### src/core/uoi_pkg.sv
package uoi_pkg;

    // Register offsets (byte addresses)
    localparam logic [11:0] UOI_STS_OFS   = 12'h014;
    localparam logic [11:0] UOI_MSK_OFS   = 12'h018;
    localparam logic [11:0] UOI_CTL_OFS   = 12'h040;

    // Address pages that belong to one operating mode only
    localparam logic [1:0]  UOI_HOST_PAGE = 2'h1;
    localparam logic [1:0]  UOI_DEV_PAGE  = 2'h2;

    // Status register layout
    localparam int UOI_B_WAKE   = 31;
    localparam int UOI_B_SREQ   = 30;
    localparam int UOI_B_DISC   = 29;
    localparam int UOI_B_CID    = 28;
    localparam int UOI_B_PTXE   = 26;
    localparam int UOI_B_CHAN   = 25;
    localparam int UOI_B_PORT   = 24;
    localparam int UOI_B_INCP   = 21;
    localparam int UOI_B_INCI   = 20;
    localparam int UOI_B_OEP    = 19;
    localparam int UOI_B_IEP    = 18;
    localparam int UOI_B_PERIODIC_FRAME_END_FLAG   = 15;
    localparam int UOI_B_ISODRP = 14;
    localparam int UOI_B_ENUM   = 13;
    localparam int UOI_B_BRST   = 12;
    localparam int UOI_B_SUSP   = 11;
    localparam int UOI_B_EARLY_SUSPEND_FLAG  = 10;
    localparam int UOI_B_GONAK  = 7;
    localparam int UOI_B_GINAK  = 6;
    localparam int UOI_B_NPTXE  = 5;
    localparam int UOI_B_RXNE   = 4;
    localparam int UOI_B_SOF    = 3;
    localparam int UOI_B_OTG    = 2;
    localparam int UOI_B_WRONG_MODE_ACCESS_FLAG   = 1;
    localparam int UOI_B_ROLE   = 0;

    localparam logic [31:0] UOI_STS_RST   = 32'h04000020;
    localparam logic [31:0] UOI_W1C_MASK  = 32'hf030fc0a;
    localparam logic [31:0] UOI_VALID_MSK = 32'hf73cfcff;
    localparam logic [31:0] UOI_MSK_RST   = 32'h00000000;

    // Control register layout
    localparam int UOI_C_PLVL  = 0;
    localparam int UOI_C_NPLVL = 1;
    localparam int UOI_C_SGO   = 2;
    localparam int UOI_C_CGO   = 3;
    localparam int UOI_C_SGI   = 4;
    localparam int UOI_C_CGI   = 5;
    localparam logic [31:0] UOI_CTL_STORE = 32'h00000003;

    // Timing
    localparam int UOI_CLK_NS   = 100;
    localparam int UOI_IDLE_NS  = 3000000;
    localparam int UOI_IDLE_CYC = (UOI_IDLE_NS + UOI_CLK_NS - 1) / UOI_CLK_NS;

    typedef struct packed {
        logic resume;
        logic rwakeup;
        logic sess_req;
        logic vbus_valid;
        logic disconnect;
        logic incomplete_periodic;
        logic periodic_point;
        logic iso_drop;
        logic enum_done;
        logic bus_reset;
        logic sof;
    } uoi_evt_t;

    typedef struct packed {
        logic chan_pending;
        logic port_pending;
        logic out_ep_pending;
        logic in_ep_pending;
        logic iso_out_open;
        logic iso_in_open;
        logic ptx_half;
        logic ptx_empty;
        logic ptx_queue_room;
        logic nptx_half;
        logic nptx_empty;
        logic nptx_queue_room;
        logic rx_pkt_waiting;
        logic otg_pending;
        logic ep_stall;
    } uoi_lvl_t;

endpackage : uoi_pkg

### src/core/uoi_core_int.sv
`timescale 1ns/10ps
module uoi_core_int
    import uoi_pkg::*;
#(
    parameter int SUSP_CYCLES = UOI_IDLE_CYC
) (
    input  wire logic        clk_sys,
    input  wire logic        rst_b,
    input  wire logic [11:0] reg_addr,
    input  wire logic [31:0] reg_wdata,
    input  wire logic        reg_wr,
    input  wire logic        reg_rd,
    output logic      [31:0] reg_rdata_ff,
    input  wire logic        id_pin,
    input  wire logic        line_idle_pin,
    input  wire uoi_evt_t    evt,
    input  wire uoi_lvl_t    lvl,
    output logic             irq_ff,
    output logic             suspended_ff,
    output logic             out_nak_ff,
    output logic             in_nak_ff,
    output logic             stall_hs_ff,
    output logic             nak_hs_ff
);

    localparam int CW = $clog2(SUSP_CYCLES + 1);
    localparam logic [CW-1:0] SUSP_LAST = CW'(SUSP_CYCLES - 1);

    logic [31:0]   status_ff;
    logic [31:0]   mask_ff;
    logic [31:0]   ctl_ff;
    logic          id_s1_ff;
    logic          id_s2_ff;
    logic          id_prev_ff;
    logic          id_seen_ff;
    logic          idle_s1_ff;
    logic          idle_s2_ff;
    logic [CW-1:0] idle_cnt_ff;
    logic          sgo_req_ff;
    logic          sgi_req_ff;

    // Decode
    wire        host      = ~id_s2_ff;
    wire        dev       = id_s2_ff;
    wire        acc       = reg_wr | reg_rd;
    wire        hit_sts   = reg_addr == UOI_STS_OFS;
    wire        hit_msk   = reg_addr == UOI_MSK_OFS;
    wire        hit_ctl   = reg_addr == UOI_CTL_OFS;
    wire [1:0]  page      = reg_addr[11:10];
    wire        wrong_mode = acc & ((dev & (page == UOI_HOST_PAGE))
                                  | (host & (page == UOI_DEV_PAGE)));
    wire        wr_sts    = reg_wr & hit_sts;
    wire        wr_msk    = reg_wr & hit_msk;
    wire        wr_ctl    = reg_wr & hit_ctl;
    wire [31:0] w1c_clr   = wr_sts ? (reg_wdata & UOI_W1C_MASK) : 32'h00000000;
    wire        sgo_wr    = wr_ctl & reg_wdata[UOI_C_SGO];
    wire        cgo_wr    = wr_ctl & reg_wdata[UOI_C_CGO];
    wire        sgi_wr    = wr_ctl & reg_wdata[UOI_C_SGI];
    wire        cgi_wr    = wr_ctl & reg_wdata[UOI_C_CGI];

    // Suspend detection on the synchronised idle level
    wire        idle_full = idle_cnt_ff == SUSP_LAST;
    wire        susp_hit  = dev & idle_s2_ff & idle_full & ~suspended_ff;
    wire [CW-1:0] nxt_idle_cnt = (~idle_s2_ff | ~dev) ? '0 :
                                 idle_full ? idle_cnt_ff : idle_cnt_ff + CW'(1);
    wire        nxt_suspended = dev & idle_s2_ff & (suspended_ff | idle_full);

    // FIFO readiness with level selects
    wire ptx_lvl  = ctl_ff[UOI_C_PLVL]  ? lvl.ptx_empty  : (lvl.ptx_half  | lvl.ptx_empty);
    wire nptx_lvl = ctl_ff[UOI_C_NPLVL] ? lvl.nptx_empty : (lvl.nptx_half | lvl.nptx_empty);
    wire id_chg   = id_seen_ff & (id_s2_ff != id_prev_ff);

    // Sticky event sources, gated by mode except CID, SOF and the wrong-mode access flag
    logic [31:0] ev_set;
    always_comb begin
        ev_set               = 32'h00000000;
        ev_set[UOI_B_WAKE]   = (dev & evt.resume) | (host & evt.rwakeup);
        ev_set[UOI_B_SREQ]   = (host & evt.sess_req) | (dev & evt.vbus_valid);
        ev_set[UOI_B_DISC]   = host & evt.disconnect;
        ev_set[UOI_B_CID]    = id_chg;
        ev_set[UOI_B_INCP]   = (host & evt.incomplete_periodic)
                             | (dev & evt.periodic_point & lvl.iso_out_open);
        ev_set[UOI_B_INCI]   = dev & evt.periodic_point & lvl.iso_in_open;
        ev_set[UOI_B_PERIODIC_FRAME_END_FLAG]   = dev & evt.periodic_point;
        ev_set[UOI_B_ISODRP] = dev & evt.iso_drop;
        ev_set[UOI_B_ENUM]   = dev & evt.enum_done;
        ev_set[UOI_B_BRST]   = dev & evt.bus_reset;
        ev_set[UOI_B_SUSP]   = susp_hit;
        ev_set[UOI_B_EARLY_SUSPEND_FLAG]  = susp_hit;
        ev_set[UOI_B_SOF]    = evt.sof;
        ev_set[UOI_B_WRONG_MODE_ACCESS_FLAG]   = wrong_mode;
    end

    // Read-only bits follow their sources
    logic [31:0] ro_bits;
    always_comb begin
        ro_bits              = 32'h00000000;
        ro_bits[UOI_B_PTXE]  = host & ptx_lvl & lvl.ptx_queue_room;
        ro_bits[UOI_B_CHAN]  = host & lvl.chan_pending;
        ro_bits[UOI_B_PORT]  = host & lvl.port_pending;
        ro_bits[UOI_B_OEP]   = dev & lvl.out_ep_pending;
        ro_bits[UOI_B_IEP]   = dev & lvl.in_ep_pending;
        ro_bits[UOI_B_GONAK] = out_nak_ff;
        ro_bits[UOI_B_GINAK] = in_nak_ff;
        ro_bits[UOI_B_NPTXE] = host & nptx_lvl & lvl.nptx_queue_room;
        ro_bits[UOI_B_RXNE]  = lvl.rx_pkt_waiting;
        ro_bits[UOI_B_OTG]   = lvl.otg_pending;
        ro_bits[UOI_B_ROLE]  = host;
    end

    // Set wins over a same-cycle clear
    wire [31:0] nxt_status = ((((status_ff & ~w1c_clr) | ev_set) & UOI_W1C_MASK)
                             | ro_bits) & UOI_VALID_MSK;
    wire [31:0] nxt_mask   = wr_msk ? (reg_wdata & UOI_VALID_MSK) : mask_ff;
    wire [31:0] nxt_ctl    = wr_ctl ? (reg_wdata & UOI_CTL_STORE) : ctl_ff;
    wire        nxt_irq    = |(status_ff & mask_ff);
    wire [31:0] nxt_rdata  = ~reg_rd ? 32'h00000000 :
                             hit_sts ? status_ff :
                             hit_msk ? mask_ff :
                             hit_ctl ? ctl_ff : 32'h00000000;

    // Global NAK: request is sampled, then takes effect a cycle later
    wire nxt_sgo_req = dev & ~cgo_wr & (sgo_wr | (sgo_req_ff & ~out_nak_ff));
    wire nxt_out_nak = dev & ~cgo_wr & (out_nak_ff | sgo_req_ff);
    wire nxt_sgi_req = dev & ~cgi_wr & (sgi_wr | (sgi_req_ff & ~in_nak_ff));
    wire nxt_in_nak  = dev & ~cgi_wr & (in_nak_ff | sgi_req_ff);
    wire nxt_stall   = dev & lvl.ep_stall;
    wire nxt_nak_hs  = dev & in_nak_ff & ~lvl.ep_stall;

    always_ff @(posedge clk_sys or negedge rst_b) begin
        if (!rst_b) begin
            id_s1_ff   <= 1'b1;
            id_s2_ff   <= 1'b1;
            idle_s1_ff <= 1'b0;
            idle_s2_ff <= 1'b0;
        end else begin
            id_s1_ff   <= id_pin;
            id_s2_ff   <= id_s1_ff;
            idle_s1_ff <= line_idle_pin;
            idle_s2_ff <= idle_s1_ff;
        end
    end

    always_ff @(posedge clk_sys or negedge rst_b) begin
        if (!rst_b) begin
            id_prev_ff <= 1'b1;
            id_seen_ff <= 1'b0;
        end else begin
            id_prev_ff <= id_s2_ff;
            id_seen_ff <= 1'b1;
        end
    end

    always_ff @(posedge clk_sys or negedge rst_b) begin
        if (!rst_b) begin
            status_ff    <= UOI_STS_RST;
            mask_ff      <= UOI_MSK_RST;
            ctl_ff       <= 32'h00000000;
            reg_rdata_ff <= 32'h00000000;
            irq_ff       <= 1'b0;
        end else begin
            status_ff    <= nxt_status;
            mask_ff      <= nxt_mask;
            ctl_ff       <= nxt_ctl;
            reg_rdata_ff <= nxt_rdata;
            irq_ff       <= nxt_irq;
        end
    end

    always_ff @(posedge clk_sys or negedge rst_b) begin
        if (!rst_b) begin
            idle_cnt_ff  <= '0;
            suspended_ff <= 1'b0;
            sgo_req_ff   <= 1'b0;
            out_nak_ff   <= 1'b0;
            sgi_req_ff   <= 1'b0;
            in_nak_ff    <= 1'b0;
            stall_hs_ff  <= 1'b0;
            nak_hs_ff    <= 1'b0;
        end else begin
            idle_cnt_ff  <= nxt_idle_cnt;
            suspended_ff <= nxt_suspended;
            sgo_req_ff   <= nxt_sgo_req;
            out_nak_ff   <= nxt_out_nak;
            sgi_req_ff   <= nxt_sgi_req;
            in_nak_ff    <= nxt_in_nak;
            stall_hs_ff  <= nxt_stall;
            nak_hs_ff    <= nxt_nak_hs;
        end
    end
endmodule : uoi_core_int

### config.mk
export PLATFORM = sky130hd
export DESIGN_NAME = uoi_core_int
export DESIGN_NICKNAME = d
export VERILOG_FILES = /design/src/core/uoi_pkg.sv /design/src/core/uoi_core_int.sv
export SDC_FILE = /design/constraint.sdc
export NUM_CORES = 1
export LEC_CHECK = 0
export ABC_AREA = 0
export CAP_MARGIN = 20
export CORE_ASPECT_RATIO = 2
export CORE_MARGIN = 2
export CORE_UTILIZATION = 35
export DETAILED_ROUTE_END_ITERATION = 6
export DONT_BUFFER_PORTS = 1
export GPL_ROUTABILITY_DRIVEN = 0
export GPL_TIMING_DRIVEN = 0
export SLEW_MARGIN = 10
export SYNTH_ARGS = -nofsm -noshare
export SYNTH_HDL_FRONTEND = slang
export SYNTH_SLANG_ARGS = --single-unit
### constraint.sdc
create_clock -name clk_sys -period 3.87 [get_ports clk_sys]
set_clock_uncertainty 0.05 [all_clocks]
set_input_delay 0 -clock clk_sys [delete_from_list [all_inputs] [get_ports clk_sys]]
set_output_delay 0 -clock clk_sys [all_outputs]
set_load 0.01 [all_outputs]
* Word-level counts from Yosys, hierarchy flattened *
Cells that the tools add are included.

storage, ports and cells
  register bits after elaboration = 113
  input port bits = 76
  output and inout port bits = 38
  logic and storage cells = 110

operators by class
  add/sub/neg operators = 1
  eq/ne operators = 8
  mux-type cells = 9
  bitwise gates (word level) = 72
  reduce and logical (&&, ||, !) cells = 1

operator list
  kind                                             number
  two-way mux 32 bit                               4
  bitwise AND 32 bit                               2
  bitwise AND 1 bit                                46
  NOT 32 bit                                       1
  bitwise OR 32 x 27 -> 32 bit                     1
  bitwise OR 32 bit                                1
  OR reduction 32 bit                              1
  two-way mux 15 bit                               2
  == test 12 x 5 -> 1 bit (second input constant)  2
  adder 15 x 1 -> 15 bit (second input constant)   1
  == test 15 bit (second input constant)           1
  bitwise OR 1 bit                                 13
  == test 12 x 7 -> 1 bit (second input constant)  1
  NOT 1 bit                                        8
  == test 2 x 1 -> 1 bit (second input constant)   1
  == test 2 bit (second input constant)            1
  two-way mux 1 bit                                2
  two-way mux 2 bit                                1
  != test 2 x 1 -> 1 bit (second input constant)   1
  != test 1 bit                                    1

* Depth between registers and ports, before layout *
Gate-level depths: netlist of run 1.

  depth after elaboration = 7
  mapped depth = 6
  mapped depth without buffers = 5

* Worst setup path after synthesis of run 1 *
OpenSTA, ideal clock, no wires.

  path type = register to register
  from = register idle_cnt_ff[0]
  to = register idle_cnt_ff[14]
  setup time = 0.079 ns
  arrival time = 1.728 ns
  required time = 3.741 ns
  slack = 2.013 ns
  cell stages (with the launch flop) = 6
  path buffers = 0
  period minus slack after synthesis = 1.857 ns
  cell sequence = dfrtp_1 ha_1 nand3_2 or4_1 or3_1 a21oi_1

between the ends
  longest elaborated chain between the ends = 3
  elaborated cells on any way between the ends = 5
  those cells by class = add/sub: 1; eq/ne: 2; mux: 2

RTL lines
  what                    RTL line             RTL
  start, declared         uoi_core_int.sv:38   logic [CW-1:0] idle_cnt_ff;
  start signal, assigned  uoi_core_int.sv:181  idle_cnt_ff <= nxt_idle_cnt;
  adder 15 x 1 -> 15 bit  uoi_core_int.sv:65   idle_full ? idle_cnt_ff : idle_cnt_ff + CW'(1);
  two-way mux 15 bit      uoi_core_int.sv:65
  two-way mux 15 bit      uoi_core_int.sv:64   wire [CW-1:0] nxt_idle_cnt = (~idle_s2_ff | ~dev) ? '0 :

Parallel ways exist; a longest one is shown, timed or not. The select of a mux whose other input is x is not followed.
A chain may end at the register's enable or synchronous reset.

* Final worst setup path of run 1 *
  from = register id_s2_ff, in the netlist dev
  to = register status_ff[21]

between the ends
  longest elaborated chain between the ends = 5
  elaborated cells on any way between the ends = 7
  those cells by class = bitwise: 7

RTL lines
  what                          RTL line             RTL
  start, declared               uoi_core_int.sv:33   logic id_s2_ff;
  start signal, assigned        uoi_core_int.sv:138  id_s2_ff <= id_s1_ff;
  NOT 1 bit                     uoi_core_int.sv:43   wire host = ~id_s2_ff;
  named net host                uoi_core_int.sv:43
  bitwise AND 1 bit             uoi_core_int.sv:81   ev_set[UOI_B_INCP] = (host & evt.incomplete_periodic)
  bitwise OR 1 bit              uoi_core_int.sv:82   | (dev & evt.periodic_point & lvl.iso_out_open);
  bitwise OR 32 bit             uoi_core_int.sv:112  wire [31:0] nxt_status = ((((status_ff & ~w1c_clr) | ev_set) & UOI_W1C_MASK)
  bitwise OR 32 x 27 -> 32 bit  uoi_core_int.sv:113  | ro_bits) & UOI_VALID_MSK;
  named net nxt_status[21]      uoi_core_int.sv:112
  end signal, assigned          uoi_core_int.sv:162  status_ff <= nxt_status;
  end, declared                 uoi_core_int.sv:29   logic [31:0] status_ff;

The timed path passes the listed nets, and every way through them passes these cells.

==> metrics.cfg, run 1 <==
[run_status]
outcome = finished, final reports clean

[finish]
mostFrequentLayoutCell = dfrtp_1
diodes = 0
mostFrequentLayoutCells = dfrtp_1 (101), dlygate4sd3_1 (65), a22o_1 (31), nand2_1 (23), nor2_1 (23)
nets = 513
final_layout_size_suffix_gt1_share_pct = 17.5
syn_to_final_growth_pct = 26.5

[power]
power_density_nw_per_um2 = 384
p_leak_uw = 0.00257
vdd_drop_max_v = 0.000217
intPower_uw = 1710
power_frac_seq_pct = 51.4
swShare_pct = 22.4
pwr-share-clk_pct = 43.2
combPwrFrac_pct = 5.4
power_switching_uw = 492

[synthesis]
synth-edff-count = 0
syn_inst = 353
synth_cell_type_count = 56
netlist_area_sq_um = 4530
synth_top_area_share_pct = 55.8
avgSynthCellArea_sq_um = 12.8
yosys_most_used_dff = dfrtp_1
yosys-top-cells-area = dfrtp_1 (56%), mux2_4 (6.6%), a22o_1 (6.0%)
seq_area_frac_synth_pct = 58.8
async_reset_ff_share_pct = 100
yosys_warnings = 0
yosys.area.top_type = dfrtp_1
synth_seq_cells = 106

[min_path]
hp-class = primary input to flip-flop

[clock_tree]
htree_levels = 3
cts_buffers = 9
cts.path.max_buffers = 2
clk_pin_slew_ns = 0.07
clock_latency_ns = 0.35
cts.sinks = 106
cts_tree = yes
cts_root_buf = clkbuf_16

[timing]
rsz0062_at_grt = no
timing.hold.ws_ns = 0.0116
period_needed_ns = 2.75
slew_viol_final = 0
finalSetupTns_ns = 0
fin_crit_sh_pct = 71.1
tightest_slew_ns = 0.719
final_hold_viol_count = 0
fmax_mhz = 363
slew_headroom_pct = 52.1
setup_viol = 0

[grt]
grt_pass1_wl_um = 18700
antenna_found_initial = 0
met3_usage_pct = 3.80
grt_max_degree = 107
grt.met1_usage_pct = 19.7
busiest_layer = met2
grt_pass1_vias = 3364
grt_overflow = 0
track_usage_pct = 18.2
use_met2_pct = 33.7

[floorplanning]
rows = 58
die_x_um = 84.4
die_h_um = 165
core_area_sq_um = 12600
dieArea_sq_um = 13900
initial_core_util_pct = 35.8
io_pins = 114

[critical_path]
arrival_ns = 2.94
crit_path_end_kind = flip-flop
cp.required_ns = 4.06
critical_path_class = flip-flop to flip-flop
path_max_fanout = 10
startpoint_type = flip-flop

[routing]
antenna_left = 0
vias_per_cell = 5.22
wirelength_um = 12100
drc_errors = 0
drtPass1Iterations = 4
num_vias = 3087
wire_per_inst_um = 20.5
drt_iter0_drc = 232

[placement]
portBuffers = 0
dp_hpwl_um = 8580

[run]
maxCapViolations = 0

## path summary, 6_finish.rpt
kind / start / to / slack [ns] / cells after the start
worst max-delay path: dev / status_ff[21] / 1.12 / 5
worst min-delay path: reg_addr[1] / mask_ff[3] / 0.01 / 3
worst max register to register: dev / status_ff[21] / 1.12 / 5
worst min register to register: id_s1_ff / dev / 0.32 / 0
max in group asynchronous: rst_b / status_ff[26] / 3.15 / 2
min in group asynchronous: rst_b / reg_rdata_ff[28] / 0.14 / 2
## routing by layer
layer  part of all wire [%]  vias to the layer above  wire [um]
met5                      0                        -          0
met4                    2.4                        0        296
met3                    5.1                       17        619
met2                     57                      110       6860
met1                     36                     1527       4330
li1                       -                     1433          -
## per-stage QoR
stage                     total power, uW  instances  setup slack, ns  util [%]  area [sq um]
final                                2200        591             1.12      45.3          5730
after global routing                 2270        591             1.01      45.3          5730
after CTS                            2220        591             1.12      45.3          5730
after detailed placement             1190        509             1.68      37.5          4740
after global placement               1190        509             1.72      37.5          4740
after floorplan                      1180        359             2.01         -          4550
## Yosys cell counts, drive strengths merged (5+ instances only)
| master | count |
|---|---|
| dfrtp | 101 |
| nand4 | 5 |
| mux2 | 27 |
| or3 | 5 |
| a21oi | 13 |
| a22oi | 7 |
| clkbuf | 5 |
| nor2 | 24 |
| buf | 16 |
| o21ai | 6 |
| a22o | 31 |
| nand3 | 10 |
| xor2 | 5 |
| nand2 | 23 |
| dfstp | 5 |
| inv | 8 |
## repair_timing
| action | 4_1_cts | 5_1_grt |
|---|---|---|
| resized for setup | 0 | 0 |
| setup buffers | 0 | 0 |
| hold endpoints to repair | 165 | 0 |
| hold buffers | 66 | 0 |
## state kept, by name, indices dropped and copies added, names as in the netlist
signal,cells
stall_hs_ff,1
id_seen_ff,1
ctl_ff,2
idle_s2_ff,1
reg_rdata_ff,25
irq_ff,1
id_prev_ff,1
id_s1_ff,1
in_nak_ff,1
sgo_req_ff,1
idle_s1_ff,1
nak_hs_ff,1
sgi_req_ff,1
out_nak_ff,1
suspended_ff,1
dev,1
idle_cnt_ff,15
status_ff,25
mask_ff,25
## final cells by class
class / count / area, sq um
multi-input combinational: 224 / 1700
clock buffer: 10 / 239
buffer: 21 / 155
inverter: 8 / 30.0
fill: 1143 / 6900
timing repair buffer: 66 / 678
clock inverter: 6 / 72.6
sequential: 106 / 2660
tap: 150 / 188
## power groups by stage
stage               logic [uW]  clock network [uW]  registers [uW]
CTS                        121                 966            1130
global placement          42.8                   0            1150
global route               132                1010            1130
detailed placement        43.9                   0            1150
finish                     120                 949            1130
floorplan                 34.5                   0            1150
## worst max-delay path: stages (launching register included)
cell           delay (ns)
dfstp_2              0.54
clkbuf_1             0.35
clkbuf_1             0.54
inv_1                0.29
a211o_1              0.32
dlygate4sd3_1        0.55
## cells by family (layout without fill, tap and decap cells)
family / count (synthesis) / count (layout) / share of synthesized area, %
adders and majority gates: 1 / 1 / 0.276
and+or+nand+nor: 104 / 104 / 13.9
AOI/OAI and AO/OA: 74 / 74 / 12.5
xor gates and xnor gates: 9 / 9 / 1.74
muxes: 28 / 28 / 8.60
other: 2 / 8 / 0.166
buffers and inverters: 29 / 111 / 4.09
DFF: 106 / 106 / 58.8
Power figures use the tool's default switching activity.
==> inputs of run 2 (changes only) <==
Clock period 3.87 ns to 2.3 ns, I/O delays scaled along.
==> metrics.cfg, run 2 (synthesis gave the netlist of run 1 again) <==
[run_status]
outcome = complete, but fails checks
violations = negative hold slack

[critical_path]
crit_buf_inv = 3  ; -1
arrival_ns = 2.44  ; -0.50 ns
path_max_fanout = 10  ; unchanged
crit_path_end_kind = flip-flop
reg2reg_slack_ns = 0.11  ; -1.01 ns
critical_path_class = primary input to flip-flop
cp_slowest_cell = dlygate4sd3_1
critPathMaxStageDelay_ns = 0.56  ; about the same
cp.required_ns = 2.48  ; -1.58 ns
cp_top_family = buffers and inverters
worst-r2r-cell-count = 4  ; -1
timing.rr.end = status_ff[21]
cp_cell_sequence = dlygate4sd3_1, or4b_4, nor4_4, buf_6, nand2_1, a21o_1, dlygate4sd3_1
cp_common_cell = dlygate4sd3_1
timing.rr.start = dev
startpoint_type = primary input

[timing]
slew_headroom_pct = 57.9  ; +5.8 points
fin_crit_sh_pct = 98.2
period_needed_ns = 2.26
timing.hold.ws_ns = -0.707  ; -0.719 ns
tightest_slew_ns = 0.623  ; -0.0957 ns
slew_viol_final = 0  ; unchanged
setup_viol = 0  ; unchanged
worst_slack_ns = 0.0410  ; -1.08 ns
fmax_mhz = 443
final_hold_viol_count = 106  ; +106

[placement]
portBuffers = 0  ; unchanged
place_inst = 509  ; unchanged
dp_hpwl_um = 8580  ; unchanged
dp_slack_ns = 0.111  ; -1.57 ns

[floorplanning]
rows = 58  ; unchanged
die_h_um = 165  ; unchanged
die_x_um = 84.4  ; unchanged
dieArea_sq_um = 13900  ; unchanged
initial_core_util_pct = 35.8  ; unchanged
io_pins = 114  ; unchanged
core_area_sq_um = 12600  ; unchanged

[clock_tree]
cts.sinks = 106  ; unchanged
htree_levels = 3  ; unchanged
clock_latency_ns = 0.35  ; about the same
cts_tree = yes
clk_pin_slew_ns = 0.07  ; about the same
cts_root_buf = clkbuf_16
ctsHoldBuffers = 61  ; -7.6%
cts_buffers = 9  ; unchanged
cts.path.max_buffers = 2  ; unchanged

[grt]
grt_max_degree = 107  ; unchanged
antenna_found_initial = 0  ; unchanged
track_usage_pct = 18.1  ; -0.053 points
grt_pass1_wl_um = 18600  ; -0.66%
grt_pass1_vias = 3279  ; -2.5%
grt_overflow = 0  ; unchanged

[finish]
final_layout_size_suffix_gt1_share_pct = 17.8  ; +0.39 points
mostFrequentLayoutCell = dfrtp_1
mostFrequentLayoutCells = dfrtp_1 (101), dlygate4sd3_1 (61), a22o_1 (31), nand2_1 (23), nor2_1 (23)
syn_to_final_growth_pct = 25.2
stdcell_count = 587  ; -0.68%
reg_top3 = mask_ff (25), reg_rdata_ff (25), status_ff (25)
diodes = 0  ; unchanged
nets = 509  ; -0.78%

[routing]
wire_per_inst_um = 20.4  ; -0.25%
wirelength_um = 12000  ; -0.93%
antenna_left = 0  ; unchanged
num_vias = 3079  ; -0.26%
drtPass1Iterations = 4  ; unchanged
drt_iter0_drc = 253  ; +9.1%
drc_errors = 0  ; unchanged
vias_per_cell = 5.25  ; +0.42%

[run]
maxCapViolations = 0  ; unchanged

[power]
p_leak_uw = 0.00257  ; -0.16%
power_density_nw_per_um2 = 645  ; +68%
intPower_uw = 2870  ; +68%
finalPower_uw = 3660  ; +66%
power_frac_seq_pct = 51.9  ; +0.5 points
combPwrFrac_pct = 4.5  ; -0.9 points
pwr-share-clk_pct = 43.6  ; +0.4 points
vdd_drop_max_v = 0.000363  ; +67%
swShare_pct = 21.6  ; -0.78 points
power_switching_uw = 790  ; +61%

[min_path]
hp-class = primary input to async pin

[run 2: changes by cell type in the layout (fill, tap and decap cells not counted)]
| cell | change |
|---|---|
| buf_16 | -1 |
| buf_4 | +1 |
| clkbuf_1 | -1 |
| clkbuf_2 | +1 |
| dlygate4sd3_1 | -4 |
[run 2: routing by layer]
layer	up-vias	global-route usage, %	share of wire (%)	wire [um]
met3	16	3.80	4.3	521
li1	1428	-	-	-
met1	1538	19.4	37	4390
met4	0	7.58	2.4	288
met2	97	33.9	57	6800
met5	-	0	0	0
[run 2: worst max path at each step]
stage	cells after the start	end	slack [ns]	from
6_report	7	status_ff[3]	0.04	reg_addr[0]
5_1_grt	7	status_ff[3]	-0.02	reg_addr[3]
4_1_cts	7	status_ff[3]	0.02	reg_addr[0]
3_5_place_dp	4	status_ff[21]	0.11	dev
3_3_place_gp	4	status_ff[21]	0.15	dev
2_1_floorplan	5	idle_cnt_ff[14]	0.44	idle_cnt_ff[0]
[run 2: power by group through the flow]
stage / clock [uW] / combinational, uW / sequential [uW]
floorplan: 0 / 58.1 / 1930
global placement: 0 / 72.0 / 1930
detailed placement: 0 / 73.9 / 1940
CTS: 1620 / 164 / 1900
global route: 1690 / 177 / 1900
finish: 1590 / 165 / 1900
[run 2: repair_timing]
| item | in CTS | in global routing |
|---|---|---|
| setup endpoints to repair | 0 | 2 |
| endpoints found under the hold margin | 165 | 106 |
| buffers inserted | 0 | 1 |
| resized for setup | 0 | 2 |
[run 2: through the flow]
stage	TNS (ns)	cell area [sq um]	utilization, %
after floorplan	0	4550	-
after global placement	0	4740	37.5
after detailed placement	0	4740	37.5
after CTS	0	5660	44.8
after global routing	-0.0199	5670	44.9
final	0	5670	44.9
[run 2: cell type report]
class	count	area [sq um]
tap	150	188
multi-input combinational	224	1700
inverter	8	30.0
clock inverter	6	72.6
buffer	21	156
sequential	106	2660
timing repair buffer	62	618
clock buffer	10	239
fill	1153	6960
==> inputs of run 3 (changes only) <==
Settings changed: ABC_AREA 0 to 1.
==> metrics.cfg, run 3 <==
[synthesis]
yosys.area_share.adder_pct = 0.248  ; -0.028 points
synth_compound_gate_area_share_pct = 7.85  ; -4.6 points
netlist_area_sq_um = 5040  ; +11%
async_reset_ff_share_pct = 100  ; unchanged
yosys_most_used_dff = dfrtp_1
synth_top_family_by_area = simple AND/OR/NAND/NOR gates
synthXorXnorAreaFrac_pct = 0.174  ; -1.6 points
yosys.area.top_type = dfrtp_1
synth_seq_cells = 106  ; unchanged
syn_inst = 638  ; +81%
avgSynthCellArea_sq_um = 7.90  ; -38%
synth-edff-count = 0  ; unchanged
yosysMostFrequentCell = nand2_1
yosys_warnings = 0  ; unchanged
synth_top_area_share_pct = 50.2  ; -5.7 points
synth_cell_type_count = 30  ; -46%
yosys-top-cells-area = dfrtp_1 (50%), nand2_1 (13%), inv_1 (5.9%)
seq_area_frac_synth_pct = 52.8  ; -6.0 points
muxShareOfSynthArea_pct = 0.199  ; -8.4 points
synthTopCellsByCount = nand2_1 (179), dfrtp_1 (101), inv_1 (79)
synth_simple_gate_area_share_pct = 28.8  ; +15 points

[clock_tree]
ctsHoldBuffers = 67  ; +9.8%
cts_root_buf = clkbuf_16
cts.sinks = 106  ; unchanged
cts_tree = yes
cts.path.max_buffers = 2  ; unchanged
clock_latency_ns = 0.35  ; about the same
clk_pin_slew_ns = 0.07  ; about the same
cts_buffers = 9  ; unchanged
post_cts_buffers = 0  ; unchanged
htree_levels = 3  ; unchanged
cts.repair.resized = 0  ; unchanged

[timing]
slew_headroom_pct = 62.1  ; +4.3 points
setup_viol = 0  ; unchanged
fmax_mhz = 464  ; +4.8%
period_needed_ns = 2.15  ; -0.104 ns
rsz0062_at_grt = no
slew_viol_final = 0  ; unchanged
tightest_slew_ns = 0.568  ; -0.0550 ns
timing.hold.ws_ns = -0.705  ; +0.00292 ns
fin_crit_sh_pct = 93.7  ; -4.5 points
finalSetupTns_ns = 0  ; unchanged
final_hold_viol_count = 106  ; unchanged

[run_status]
violations = negative hold slack
outcome = complete, but fails checks

[routing]
antenna_left = 0  ; unchanged
num_vias = 4372  ; +42%
wire_per_inst_um = 14.2  ; -31%
drt_iter0_drc = 303  ; +20%
wirelength_um = 13000  ; +8.8%
drtPass1Iterations = 5  ; +1
drc_errors = 0  ; unchanged
vias_per_cell = 4.76  ; -9.3%

[power]
vdd_drop_max_v = 0.000384  ; +5.5%
p_leak_uw = 0.00310  ; +20%
combPwrFrac_pct = 5.8  ; +1.3 points
power_density_nw_per_um2 = 591  ; -8.5%
power_switching_uw = 811  ; +2.6%
power_frac_seq_pct = 51.1  ; -0.8 points
pwr-share-clk_pct = 43.1  ; -0.5 points
intPower_uw = 2900  ; +1.2%
swShare_pct = 21.9  ; +0.24 points
finalPower_uw = 3710  ; +1.5%

[finish]
final_layout_size_suffix_gt1_share_pct = 7.43  ; -10 points
syn_to_final_growth_pct = 24.7
mostFrequentLayoutCells = nand2_1 (179), dfrtp_1 (101), inv_1 (79), nor2_1 (71), dlygate4sd3_1 (67)
nets = 799  ; +57%
reg_top3 = mask_ff (25), reg_rdata_ff (25), status_ff (25)
mostFrequentLayoutCell = nand2_1
diodes = 0  ; unchanged

[grt]
track_usage_pct = 17.9  ; -0.19 points
grt_overflow = 0  ; unchanged
grt_pass1_vias = 4279  ; +30%
grt_max_degree = 107  ; unchanged
antenna_found_initial = 0  ; unchanged
grt_pass1_wl_um = 21700  ; +17%

[critical_path]
path_max_fanout = 4  ; -6
critical_path_class = primary input to flip-flop
crit_path_end_kind = flip-flop
arrival_ns = 2.34  ; -0.10 ns
cp.required_ns = 2.49  ; about the same
cp_cell_sequence = dlygate4sd3_1, nor2_1, dlygate4sd3_1, nand2_1, dlygate4sd3_1, nor2_1, nand4_1, nand2_1, nor2_1
critPathMaxStageDelay_ns = 0.56  ; about the same
cp_slowest_cell = dlygate4sd3_1
startpoint_type = primary input

[placement]
dp_hpwl_um = 8950  ; +4.2%
portBuffers = 0  ; unchanged

[floorplanning]
core_area_sq_um = 14200  ; +12%
rows = 62  ; +6.9%
io_pins = 114  ; unchanged
die_h_um = 174  ; +5.4%
die_x_um = 88.8  ; +5.3%
dieArea_sq_um = 15400  ; +11%
initial_core_util_pct = 35.5  ; -0.35 points

[run]
maxCapViolations = 0  ; unchanged

[min_path]
hp-class = primary input to async pin

[run 3: metal layers]
layer / part of all wire (%) / up-vias / global-route usage (%)
met3: 5.9 / 13 / 4.05
met5: 0 / - / 0
met4: 1.6 / 0 / 5.37
met2: 47 / 153 / 27.1
met1: 46 / 2044 / 25.4
li1: - / 2162 / -
[run 3: cell families after synthesis]
| group | count (synthesis) |
|---|---|
| buffers and inverters | 111 |
| XOR/XNOR | 1 |
| flip-flops | 106 |
| other | 2 |
| AND/OR/NAND/NOR | 338 |
| AO/OA/AOI/OAI | 78 |
| adder cells (fa/ha/maj) | 1 |
| multiplexers | 1 |
[run 3: cell type report]
| cell class | count | area (sq um) |
|---|---|---|
| Buffer | 30 | 191 |
| Clock buffer | 11 | 253 |
| Clock inverter | 5 | 60.1 |
| Fill cell | 1424 | 7910 |
| Inverter | 81 | 304 |
| Multi-Input combinational cell | 427 | 1910 |
| Sequential cell | 106 | 2660 |
| Tap cell | 192 | 240 |
| Timing Repair Buffer | 67 | 671 |
[run 3: metrics by stage]
stage                     hold WS [ns]  setup slack, ns  util (%)  cells  cell area, sq um
after floorplan                 -0.346            0.917         -    644              5060
after global placement          -0.339            0.601      37.3    836              5300
after detailed placement        -0.339            0.602      37.3    836              5300
after CTS                       -0.717            0.192      44.3    919              6280
after global routing            -0.728          0.00577      44.3    919              6280
final                           -0.705            0.145      44.3    919              6280
[run 3: critical path, delay by kind of cell]
family / cells / cell delay (ns)
buffers and inverters: 3 / 1.65
and+or+nand+nor: 6 / 0.69
[run 3: path summary, 6_finish.rpt]
check | from | to | slack [ns] | cells past startpoint
setup / recovery | reg_addr[4] | sgi_req_ff | 0.15 | 9
hold / removal | rst_b | reg_rdata_ff[4] | -0.70 | 0
setup reg to reg | dev | status_ff[12] | 0.18 | 5
hold reg to reg | idle_s1_ff | idle_s2_ff | 0.30 | 0
max in group asynchronous | rst_b | status_ff[26] | 2.63 | 0
min in group clk_sys | reg_addr[6] | reg_rdata_ff[1] | 0.01 | 6
[run 3: power by group through the flow]
stage | Combinational [uW] | Clock, uW | Sequential [uW]
after floorplan | 93.4 | 0 | 1930
after global routing | 237 | 1730 | 1900
after detailed placement | 120 | 0 | 1930
after global placement | 119 | 0 | 1930
final | 214 | 1600 | 1900
after CTS | 212 | 1640 | 1900
